[config.mk]
export PLATFORM = sky130hd
export DESIGN_NAME = dcd_top
export DESIGN_NICKNAME = d
export VERILOG_FILES = /design/src/dcd_pkg.sv /design/src/dcd_core.sv /design/src/dcd_top.sv
export VERILOG_INCLUDE_DIRS = /design/src /design/src/src
export SDC_FILE = /design/constraint.sdc
export NUM_CORES = 1
export LEC_CHECK = 0
export ABC_AREA = 1
export BUFFER_PORTS_ARGS = -buffer_cell sky130_fd_sc_hd__buf_2
export CORE_MARGIN = 2
export CORE_UTILIZATION = 45
export DETAILED_ROUTE_END_ITERATION = 8
export MAX_ROUTING_LAYER = met4
export PLACE_DENSITY = 0.7
export SYNTH_ARGS = -nofsm -noshare
export SYNTH_HDL_FRONTEND = slang
export SYNTH_SLANG_ARGS = --single-unit
[constraint.sdc]
create_clock -name aclk -period 1.5 [get_ports aclk]
set_input_delay 0.375 -clock aclk [delete_from_list [all_inputs] [get_ports aclk]]
set_output_delay 0.375 -clock aclk [all_outputs]
set_load 0.005 [all_outputs]
[src/dcd_defs.svh]
/*
 Constants for the display configuration command decoder: opcodes, field
 positions, reset values and the register bus map.
 Assumes it is included by bare name from dcd_core, dcd_top and dcd_tb.
*/
// Functional notes
// - A byte with the command/data line low is a command, high is display data.
// - Opcodes D0, D1, E2 and F0 to FF are reserved and have no effect.
// - Opcode D3 takes one parameter whose low six bits set the row shift 0 to 63.
// - The row shift returns to zero at reset.
// - Opcode D5 takes one parameter whose low nibble selects the clock divider.
// - The divide ratio is the low nibble plus one, and the field resets to zero.
// - The high nibble of the D5 parameter sets the oscillator frequency, reset 0111.
// - In the D8 parameter bits 5:4 select colour mode, 00 mono (reset), 11 area colour.
// - In the D8 parameter bits 2 and 0 both set select low power, both clear normal.
// - The low nibble of the D9 parameter sets pre-charge phase 1 length, reset 2.
// - The high nibble of the D9 parameter sets pre-charge phase 2 length, reset 2.
// - Bit 4 of the DA parameter clear selects sequential row-to-pin ordering.
// - Bit 4 of the DA parameter set selects alternating ordering, the reset default.
// - Opcode DB takes a 7-bit row deselect voltage level, reset 0110101.
// - Opcode E3 is a no-operation that changes no state.
// - Don't-care bits in opcodes and parameters are ignored.
`ifndef DCD_DEFS_SVH
`define DCD_DEFS_SVH

`define DCD_OP_OFFSET 8'hD3
`define DCD_OP_CLKDIV 8'hD5
`define DCD_OP_AREA 8'hD8
`define DCD_OP_PRECHG 8'hD9
`define DCD_OP_COMPIN 8'hDA
`define DCD_OP_DESEL 8'hDB
`define DCD_OP_NOP 8'hE3

`define DCD_RST_OFFSET 6'h00
`define DCD_RST_DIV 4'h0
`define DCD_RST_OSC 4'h7
`define DCD_RST_COLOUR 2'h0
`define DCD_RST_LOWPWR 1'b0
`define DCD_RST_PH1 4'h2
`define DCD_RST_PH2 4'h2
`define DCD_RST_ALTCOM 1'b1
`define DCD_RST_DESEL 7'h35

`define DCD_ADDR_BYTE 4'h0
`define DCD_ADDR_STAT 4'h4
`define DCD_ADDR_CFG0 4'h8
`define DCD_ADDR_CFG1 4'hC
`define DCD_BYTE_DC_BIT 8
`define DCD_OKAY 2'h0
`define DCD_SLVERR 2'h2

`endif

[src/dcd_pkg.sv]
/*
 Types for the display configuration command decoder.
 Assumes dcd_defs.svh is on the include path.
*/
package dcd_pkg;
   typedef enum logic [2:0] {
      DCD_ST_OPCODE,
      DCD_ST_PAR_OFFSET,
      DCD_ST_PAR_CLKDIV,
      DCD_ST_PAR_AREA,
      DCD_ST_PAR_PRECHG,
      DCD_ST_PAR_COMPIN,
      DCD_ST_PAR_DESEL
   } dcd_state_t;

   // one received bus byte with its command/data flag
   typedef struct packed {
      logic valid;
      logic is_data;
      logic [7:0] value;
   } dcd_byte_t;

   // decoded display settings
   typedef struct packed {
      logic [5:0] row_offset;
      logic [3:0] clk_div_sel;
      logic [3:0] osc_freq;
      logic [1:0] colour_mode;
      logic low_power;
      logic [3:0] precharge_ph1;
      logic [3:0] precharge_ph2;
      logic alt_com_pins;
      logic [6:0] row_deselect_voltage;
   } dcd_cfg_t;
endpackage

[src/dcd_core.sv]
/*
 Command decoder core: takes bytes one at a time and updates settings.
 Assumes bytes arrive as single-cycle valid strokes on the aclk domain.
*/
`timescale 1ns/1ps
`include "dcd_defs.svh"
module dcd_core (
   // clock and reset
   input wire logic aclk,
   input wire logic aresetn,
   // byte stream
   input dcd_pkg::dcd_byte_t in_byte,
   // decoded settings and status
   output dcd_pkg::dcd_cfg_t cfg,
   output logic param_pending,
   output logic [7:0] data_count
);
   import dcd_pkg::*;

   typedef struct packed {
      dcd_state_t state;
      dcd_cfg_t cfg;
      logic [7:0] data_count;
   } dcd_core_st_t;

   dcd_core_st_t st_ff;
   dcd_core_st_t nxt_st;

   // one byte per valid stroke; data bytes never reach the opcode decoder
   always_comb
   begin
      nxt_st = st_ff;
      if (in_byte.valid)
      begin
         if (in_byte.is_data)
         begin
            nxt_st.data_count = st_ff.data_count + 8'h01;
         end
         else
         begin
            nxt_st.state = DCD_ST_OPCODE;
            case (st_ff.state)
               DCD_ST_OPCODE:
               begin
                  // reserved and nop opcodes fall through with no effect
                  case (in_byte.value)
                     `DCD_OP_OFFSET: nxt_st.state = DCD_ST_PAR_OFFSET;
                     `DCD_OP_CLKDIV: nxt_st.state = DCD_ST_PAR_CLKDIV;
                     `DCD_OP_AREA: nxt_st.state = DCD_ST_PAR_AREA;
                     `DCD_OP_PRECHG: nxt_st.state = DCD_ST_PAR_PRECHG;
                     `DCD_OP_COMPIN: nxt_st.state = DCD_ST_PAR_COMPIN;
                     `DCD_OP_DESEL: nxt_st.state = DCD_ST_PAR_DESEL;
                     `DCD_OP_NOP: nxt_st.state = DCD_ST_OPCODE;
                     default: nxt_st.state = DCD_ST_OPCODE;
                  endcase
               end
               DCD_ST_PAR_OFFSET: nxt_st.cfg.row_offset = in_byte.value[5:0];
               DCD_ST_PAR_CLKDIV:
               begin
                  nxt_st.cfg.clk_div_sel = in_byte.value[3:0];
                  nxt_st.cfg.osc_freq = in_byte.value[7:4];
               end
               DCD_ST_PAR_AREA:
               begin
                  nxt_st.cfg.colour_mode = in_byte.value[5:4];
                  // mixed 10 or 01 patterns keep normal power
                  nxt_st.cfg.low_power = in_byte.value[2] & in_byte.value[0];
               end
               DCD_ST_PAR_PRECHG:
               begin
                  nxt_st.cfg.precharge_ph1 = in_byte.value[3:0];
                  nxt_st.cfg.precharge_ph2 = in_byte.value[7:4];
               end
               DCD_ST_PAR_COMPIN: nxt_st.cfg.alt_com_pins = in_byte.value[4];
               DCD_ST_PAR_DESEL: nxt_st.cfg.row_deselect_voltage = in_byte.value[6:0];
               default: nxt_st.state = DCD_ST_OPCODE;
            endcase
         end
      end
   end

   // power-on defaults
   always_ff @(posedge aclk)
   begin
      if (!aresetn)
      begin
         st_ff.state <= DCD_ST_OPCODE;
         st_ff.cfg.row_offset <= `DCD_RST_OFFSET;
         st_ff.cfg.clk_div_sel <= `DCD_RST_DIV;
         st_ff.cfg.osc_freq <= `DCD_RST_OSC;
         st_ff.cfg.colour_mode <= `DCD_RST_COLOUR;
         st_ff.cfg.low_power <= `DCD_RST_LOWPWR;
         st_ff.cfg.precharge_ph1 <= `DCD_RST_PH1;
         st_ff.cfg.precharge_ph2 <= `DCD_RST_PH2;
         st_ff.cfg.alt_com_pins <= `DCD_RST_ALTCOM;
         st_ff.cfg.row_deselect_voltage <= `DCD_RST_DESEL;
         st_ff.data_count <= 8'h00;
      end
      else
      begin
         st_ff <= nxt_st;
      end
   end

   assign cfg = st_ff.cfg;
   assign param_pending = (st_ff.state != DCD_ST_OPCODE);
   assign data_count = st_ff.data_count;
endmodule

[src/dcd_top.sv]
/*
 AXI4-Lite front end of the display configuration command decoder, with
 the divided display clock enable derived from the decoded divider.
 Assumes a single-outstanding master on aclk; writes need the strobes of both
 low lanes, 0 and 1, to push a byte.
*/
`timescale 1ns/1ps
`include "dcd_defs.svh"
module dcd_top (
   // clock and reset
   input wire logic aclk,
   input wire logic aresetn,
   // write address channel
   input wire logic [3:0] s_axi_awaddr,
   input wire logic s_axi_awvalid,
   output logic s_axi_awready,
   // write data channel
   input wire logic [31:0] s_axi_wdata,
   input wire logic [3:0] s_axi_wstrb,
   input wire logic s_axi_wvalid,
   output logic s_axi_wready,
   // write response channel
   output logic [1:0] s_axi_bresp,
   output logic s_axi_bvalid,
   input wire logic s_axi_bready,
   // read address channel
   input wire logic [3:0] s_axi_araddr,
   input wire logic s_axi_arvalid,
   output logic s_axi_arready,
   // read data channel
   output logic [31:0] s_axi_rdata,
   output logic [1:0] s_axi_rresp,
   output logic s_axi_rvalid,
   input wire logic s_axi_rready,
   // decoded settings
   output dcd_pkg::dcd_cfg_t cfg,
   output logic dclk_en
);
   import dcd_pkg::*;

   typedef struct packed {
      logic aw_held;
      logic [3:0] aw_addr;
      logic w_held;
      logic [31:0] w_data;
      logic [3:0] w_strb;
      logic bvalid;
      logic [1:0] bresp;
      logic rvalid;
      logic [1:0] rresp;
      logic [31:0] rdata;
      logic [3:0] div_cnt;
      logic dclk_en;
   } dcd_top_st_t;

   dcd_top_st_t st_ff;
   dcd_top_st_t nxt_st;
   dcd_byte_t push;
   logic param_pending;
   logic [7:0] data_count;

   dcd_core u_core (
      .aclk(aclk),
      .aresetn(aresetn),
      .in_byte(push),
      .cfg(cfg),
      .param_pending(param_pending),
      .data_count(data_count)
   );

   // channels are accepted only while their holding slot is free
   assign s_axi_awready = !st_ff.aw_held && !st_ff.bvalid;
   assign s_axi_wready = !st_ff.w_held && !st_ff.bvalid;
   assign s_axi_arready = !st_ff.rvalid;
   assign s_axi_bvalid = st_ff.bvalid;
   assign s_axi_bresp = st_ff.bresp;
   assign s_axi_rvalid = st_ff.rvalid;
   assign s_axi_rresp = st_ff.rresp;
   assign s_axi_rdata = st_ff.rdata;
   assign dclk_en = st_ff.dclk_en;

   // a byte is pushed in the cycle a write with strobe lanes 0 and 1 both set completes to the byte port
   always_comb
   begin
      push.valid = 1'b0;
      push.is_data = st_ff.w_data[`DCD_BYTE_DC_BIT];
      push.value = st_ff.w_data[7:0];
      if (st_ff.aw_held && st_ff.w_held && !st_ff.bvalid)
      begin
         if (st_ff.aw_addr == `DCD_ADDR_BYTE)
         begin
            push.valid = st_ff.w_strb[0] & st_ff.w_strb[1];
         end
      end
   end

   always_comb
   begin
      nxt_st = st_ff;
      // write channel capture, either order
      if (s_axi_awvalid && s_axi_awready)
      begin
         nxt_st.aw_held = 1'b1;
         nxt_st.aw_addr = s_axi_awaddr;
      end
      if (s_axi_wvalid && s_axi_wready)
      begin
         nxt_st.w_held = 1'b1;
         nxt_st.w_data = s_axi_wdata;
         nxt_st.w_strb = s_axi_wstrb;
      end
      if (st_ff.aw_held && st_ff.w_held && !st_ff.bvalid)
      begin
         nxt_st.aw_held = 1'b0;
         nxt_st.w_held = 1'b0;
         nxt_st.bvalid = 1'b1;
         // only the byte port is writable; settings change through commands
         if (st_ff.aw_addr == `DCD_ADDR_BYTE)
         begin
            nxt_st.bresp = `DCD_OKAY;
         end
         else
         begin
            nxt_st.bresp = `DCD_SLVERR;
         end
      end
      if (st_ff.bvalid && s_axi_bready)
      begin
         nxt_st.bvalid = 1'b0;
      end
      // read decode
      if (s_axi_arvalid && s_axi_arready)
      begin
         nxt_st.rvalid = 1'b1;
         nxt_st.rresp = `DCD_OKAY;
         if (s_axi_araddr == `DCD_ADDR_BYTE)
         begin
            nxt_st.rdata = 32'h00000000;
         end
         else if (s_axi_araddr == `DCD_ADDR_STAT)
         begin
            nxt_st.rdata = {23'h000000, param_pending, data_count};
         end
         else if (s_axi_araddr == `DCD_ADDR_CFG0)
         begin
            nxt_st.rdata = {8'h00, cfg.osc_freq, cfg.clk_div_sel, 5'h00, cfg.low_power,
               cfg.colour_mode, 2'h0, cfg.row_offset};
         end
         else if (s_axi_araddr == `DCD_ADDR_CFG1)
         begin
            nxt_st.rdata = {8'h00, 1'b0, cfg.row_deselect_voltage, 7'h00, cfg.alt_com_pins,
               cfg.precharge_ph2, cfg.precharge_ph1};
         end
         else
         begin
            nxt_st.rdata = 32'h00000000;
            nxt_st.rresp = `DCD_SLVERR;
         end
      end
      if (st_ff.rvalid && s_axi_rready)
      begin
         nxt_st.rvalid = 1'b0;
      end
      // divided display clock: one pulse every field+1 cycles
      nxt_st.dclk_en = 1'b0;
      if (st_ff.div_cnt >= cfg.clk_div_sel)
      begin
         nxt_st.div_cnt = 4'h0;
         nxt_st.dclk_en = 1'b1;
      end
      else
      begin
         nxt_st.div_cnt = st_ff.div_cnt + 4'h1;
      end
   end

   always_ff @(posedge aclk)
   begin
      if (!aresetn)
      begin
         st_ff <= '0;
      end
      else
      begin
         st_ff <= nxt_st;
      end
   end
endmodule

==> results.json <==
{
  "grt_pass1_vias": 3534,
  "antenna_left": 0,
  "drt-initial-drc-count": 222,
  "fin_skew_ns": 0.00767,
  "min_period_over_period": 0.919,
  "cts_tree": "yes",
  "ctsHoldBuffers": 0,
  "synth_compound_area_frac": 0.120,
  "reg2regPathDepth": 6,
  "n_antenna_cell": 0,
  "synth_top_family_by_area": "simple AND/OR/NAND/NOR gates",
  "clock_sinks": 89,
  "synth_cells": 614,
  "grt_max_degree": 30,
  "cp.arrival_ns": 1.62,
  "syn_area_um2": 4510,
  "die_h_um": 104,
  "num_rows": 36,
  "gp_congestion": 0.833,
  "die_x_um": 104,
  "leakagePower_nw": 2.17,
  "synthXorXnorAreaFrac": 0.0117,
  "fill_cells": 981,
  "instances_no_fill": 795,
  "fin_hold_ws_ns": 0.273,
  "yosys.area_share.simple": 0.277,
  "clock-root-buffer": "clkbuf_8",
  "final_cell_area_um2": 4970,
  "drtPass1Iterations": 5,
  "layout_commonest_cell": "nand2_1",
  "max_freq_mhz": 725,
  "routed_wl_um": 10400,
  "ys_ff_latch": 89,
  "path_max_fanout": 27,
  "grt.overflow.total": 0,
  "netlist.area_leader.share": 0.395,
  "hold_path.startpoint": "s_axi_wdata[4]",
  "track_usage": 0.199,
  "place_inst": 776,
  "netlist.top_cell.by_area": "dfxtp_1",
  "r2r-start": "st_ff[79]$_SDFFE_PP0P_",
  "holdCritPathClass": "in2reg",
  "core_area_um2": 9730,
  "crit_start": "st_ff[79]$_SDFFE_PP0P_",
  "maxCapViolCount": 0,
  "die_area_um2": 10800,
  "crit_path_start_kind": "flip-flop",
  "grt_pass1_wl_um": 16900,
  "yosysSeqAreaShare": 0.395,
  "power_density_nw_per_um2": 920,
  "fin_util": 0.511,
  "maxSlewViolCount": 0,
  "cts_htree_levels": 3,
  "layout-drive-gt1-share": 0.233,
  "cts_made_buffers": 9,
  "drc": 0,
  "synth_area_leaders": "dfxtp_1 40%, nand2_1 12%, buf_4 12%, a21oi_1 7.4%, o21ai_0 4.0%",
  "crit_end": "u_core.cfg[21]$_SDFFE_PN1P_",
  "r2r-end": "u_core.cfg[21]$_SDFFE_PN1P_",
  "dpl-instance-area_um2": 4710,
  "port_buffers": 85,
  "antenna_found_initial": 0,
  "critPathRequiredTime_ns": 1.74,
  "path_class": "reg2reg",
  "start_util": 0.463,
  "syn2layout_area_growth_pct": 10.4,
  "status": "complete, no violations",
  "final_cell_mix": "143 x nand2_1, 88 x dfxtp_1, 85 x buf_2",
  "dpl.hpwl_um": 7710,
  "nNetsFinal": 714,
  "synth_warnings": 0,
  "num_vias": 3967,
  "hold_viol": 0,
  "avgViaCountPerCell": 4.99,
  "timing.final.setup_violations": 0,
  "clk_latency_ns": 0.36,
  "cts_max_path_buffers": 2,
  "cp-end-kind": "flip-flop",
  "muxShareOfSynthArea": 0,
  "synth.avg_cell_area_um2": 7.34,
  "routedWlPerCell_um": 13.1,
  "fin_crit_ns": 1.38,
  "clkTransAtPathRegs_ns": 0.08,
  "ios": 126,
  "synth_adder_area_share": 0.0167,
  "synth.distinct_cells": 31,
  "peakVddDrop_v": 0.000381,
  "reg2reg_slack_ns": 0.12,
  "rsz0062_at_grt": "no",
  "finalSetupTns_ns": 0
}
## cell families after synthesis
kind of cell	count (synthesis)
AND/OR/NAND/NOR	271
buffers and inverters	135
AO/OA/AOI/OAI	106
flip-flops	89
XOR/XNOR	6
adder cells (fa/ha/maj)	6
other	1
## repair_timing
action / CTS / global route
gates resized for setup: 1 / 7
pin swaps: 3 / 4
cloned: 0 / 0
setup endpoints to repair: 1 / 15
endpoints found under the hold margin: 0 / 0
buffers inserted: 1 / 2
## synth_stat cells (all sizes together)
library cell  count
nor2             57
dfxtp            89
xor2              5
o21ai            36
conb              1
nor3              2
nand2           146
clkbuf           11
xnor2             1
buf              80
o21a              1
nand3            38
ha                6
nand4            27
clkinv            2
inv              42
o211ai            1
a21oi            68
and3              1
## area by class of cell
cell class,count,area (µm²),area share
inverter,44,166,0.0335
timing repair buffer,109,656,0.132
multi-input combinational,404,2010,0.405
tap,133,166,0.0335
clock inverter,2,37.5,0.00755
clock buffer,14,153,0.0307
sequential,89,1780,0.358
## metal layers
layer	global-route usage	wire [µm]	vias to the layer above
met4	0.0763	125	0
met2	0.310	5010	144
met3	0.0401	638	12
met1	0.257	4680	1800
li1	-	-	2011
met5	-	0	-
## where the power goes
| group | leakage [nW] | switching (W) | internal (W) |
|---|---|---|---|
| logic | 1.36 | 0.000293 | 0.000169 |
| clock network | 0.0909 | 0.000814 | 0.000820 |
| registers | 0.724 | 0.0000544 | 0.00243 |
## metrics by stage
stage	setup WS (ns)	total power, W
floorplan	0.258	0.00285
global placement	0.0408	0.00298
detailed placement	-0.0307	0.00299
CTS	0.0000834	0.00462
global route	0.000475	0.00479
finish	0.121	0.00458
## flip-flops by register name, indices dropped and copies added, names as in the netlist
register and flops:
u_core.st_ff 3, s_axi_rresp 1, push 9, st_ff 12, s_axi_rdata 19, u_core.cfg 33
s_axi_rvalid 1, s_axi_bvalid 1, s_axi_bresp 1, u_core.data_count 8, dclk_en 1
## worst min path at each step
| stage | endpoint | cells after the start | slack, ns |
|---|---|---|---|
| after global routing | st_ff[82]$_SDFFE_PN0P_ | 3 | 0.28 |
| after CTS | st_ff[43]$_SDFFE_PN0P_ | 3 | 0.26 |
| after detailed placement | s_axi_rdata[0]$_SDFFE_PN0P_ | 2 | 0.46 |
| after global placement | st_ff[1]$_SDFF_PP0_ | 1 | 0.45 |
| after floorplan | st_ff[1]$_SDFF_PP0_ | 1 | 0.43 |
| final | push[4]$_SDFFE_PN0P_ | 3 | 0.27 |
## critical path, stage by stage, from the launching register on
cell and delay (ns):
dfxtp_1 0.42, nand3_4 0.14, nor2_4 0.18, buf_12 0.19, nand3_4 0.13, nand2_1 0.10, nand3_1 0.08
Power figures use the tool's default switching activity.
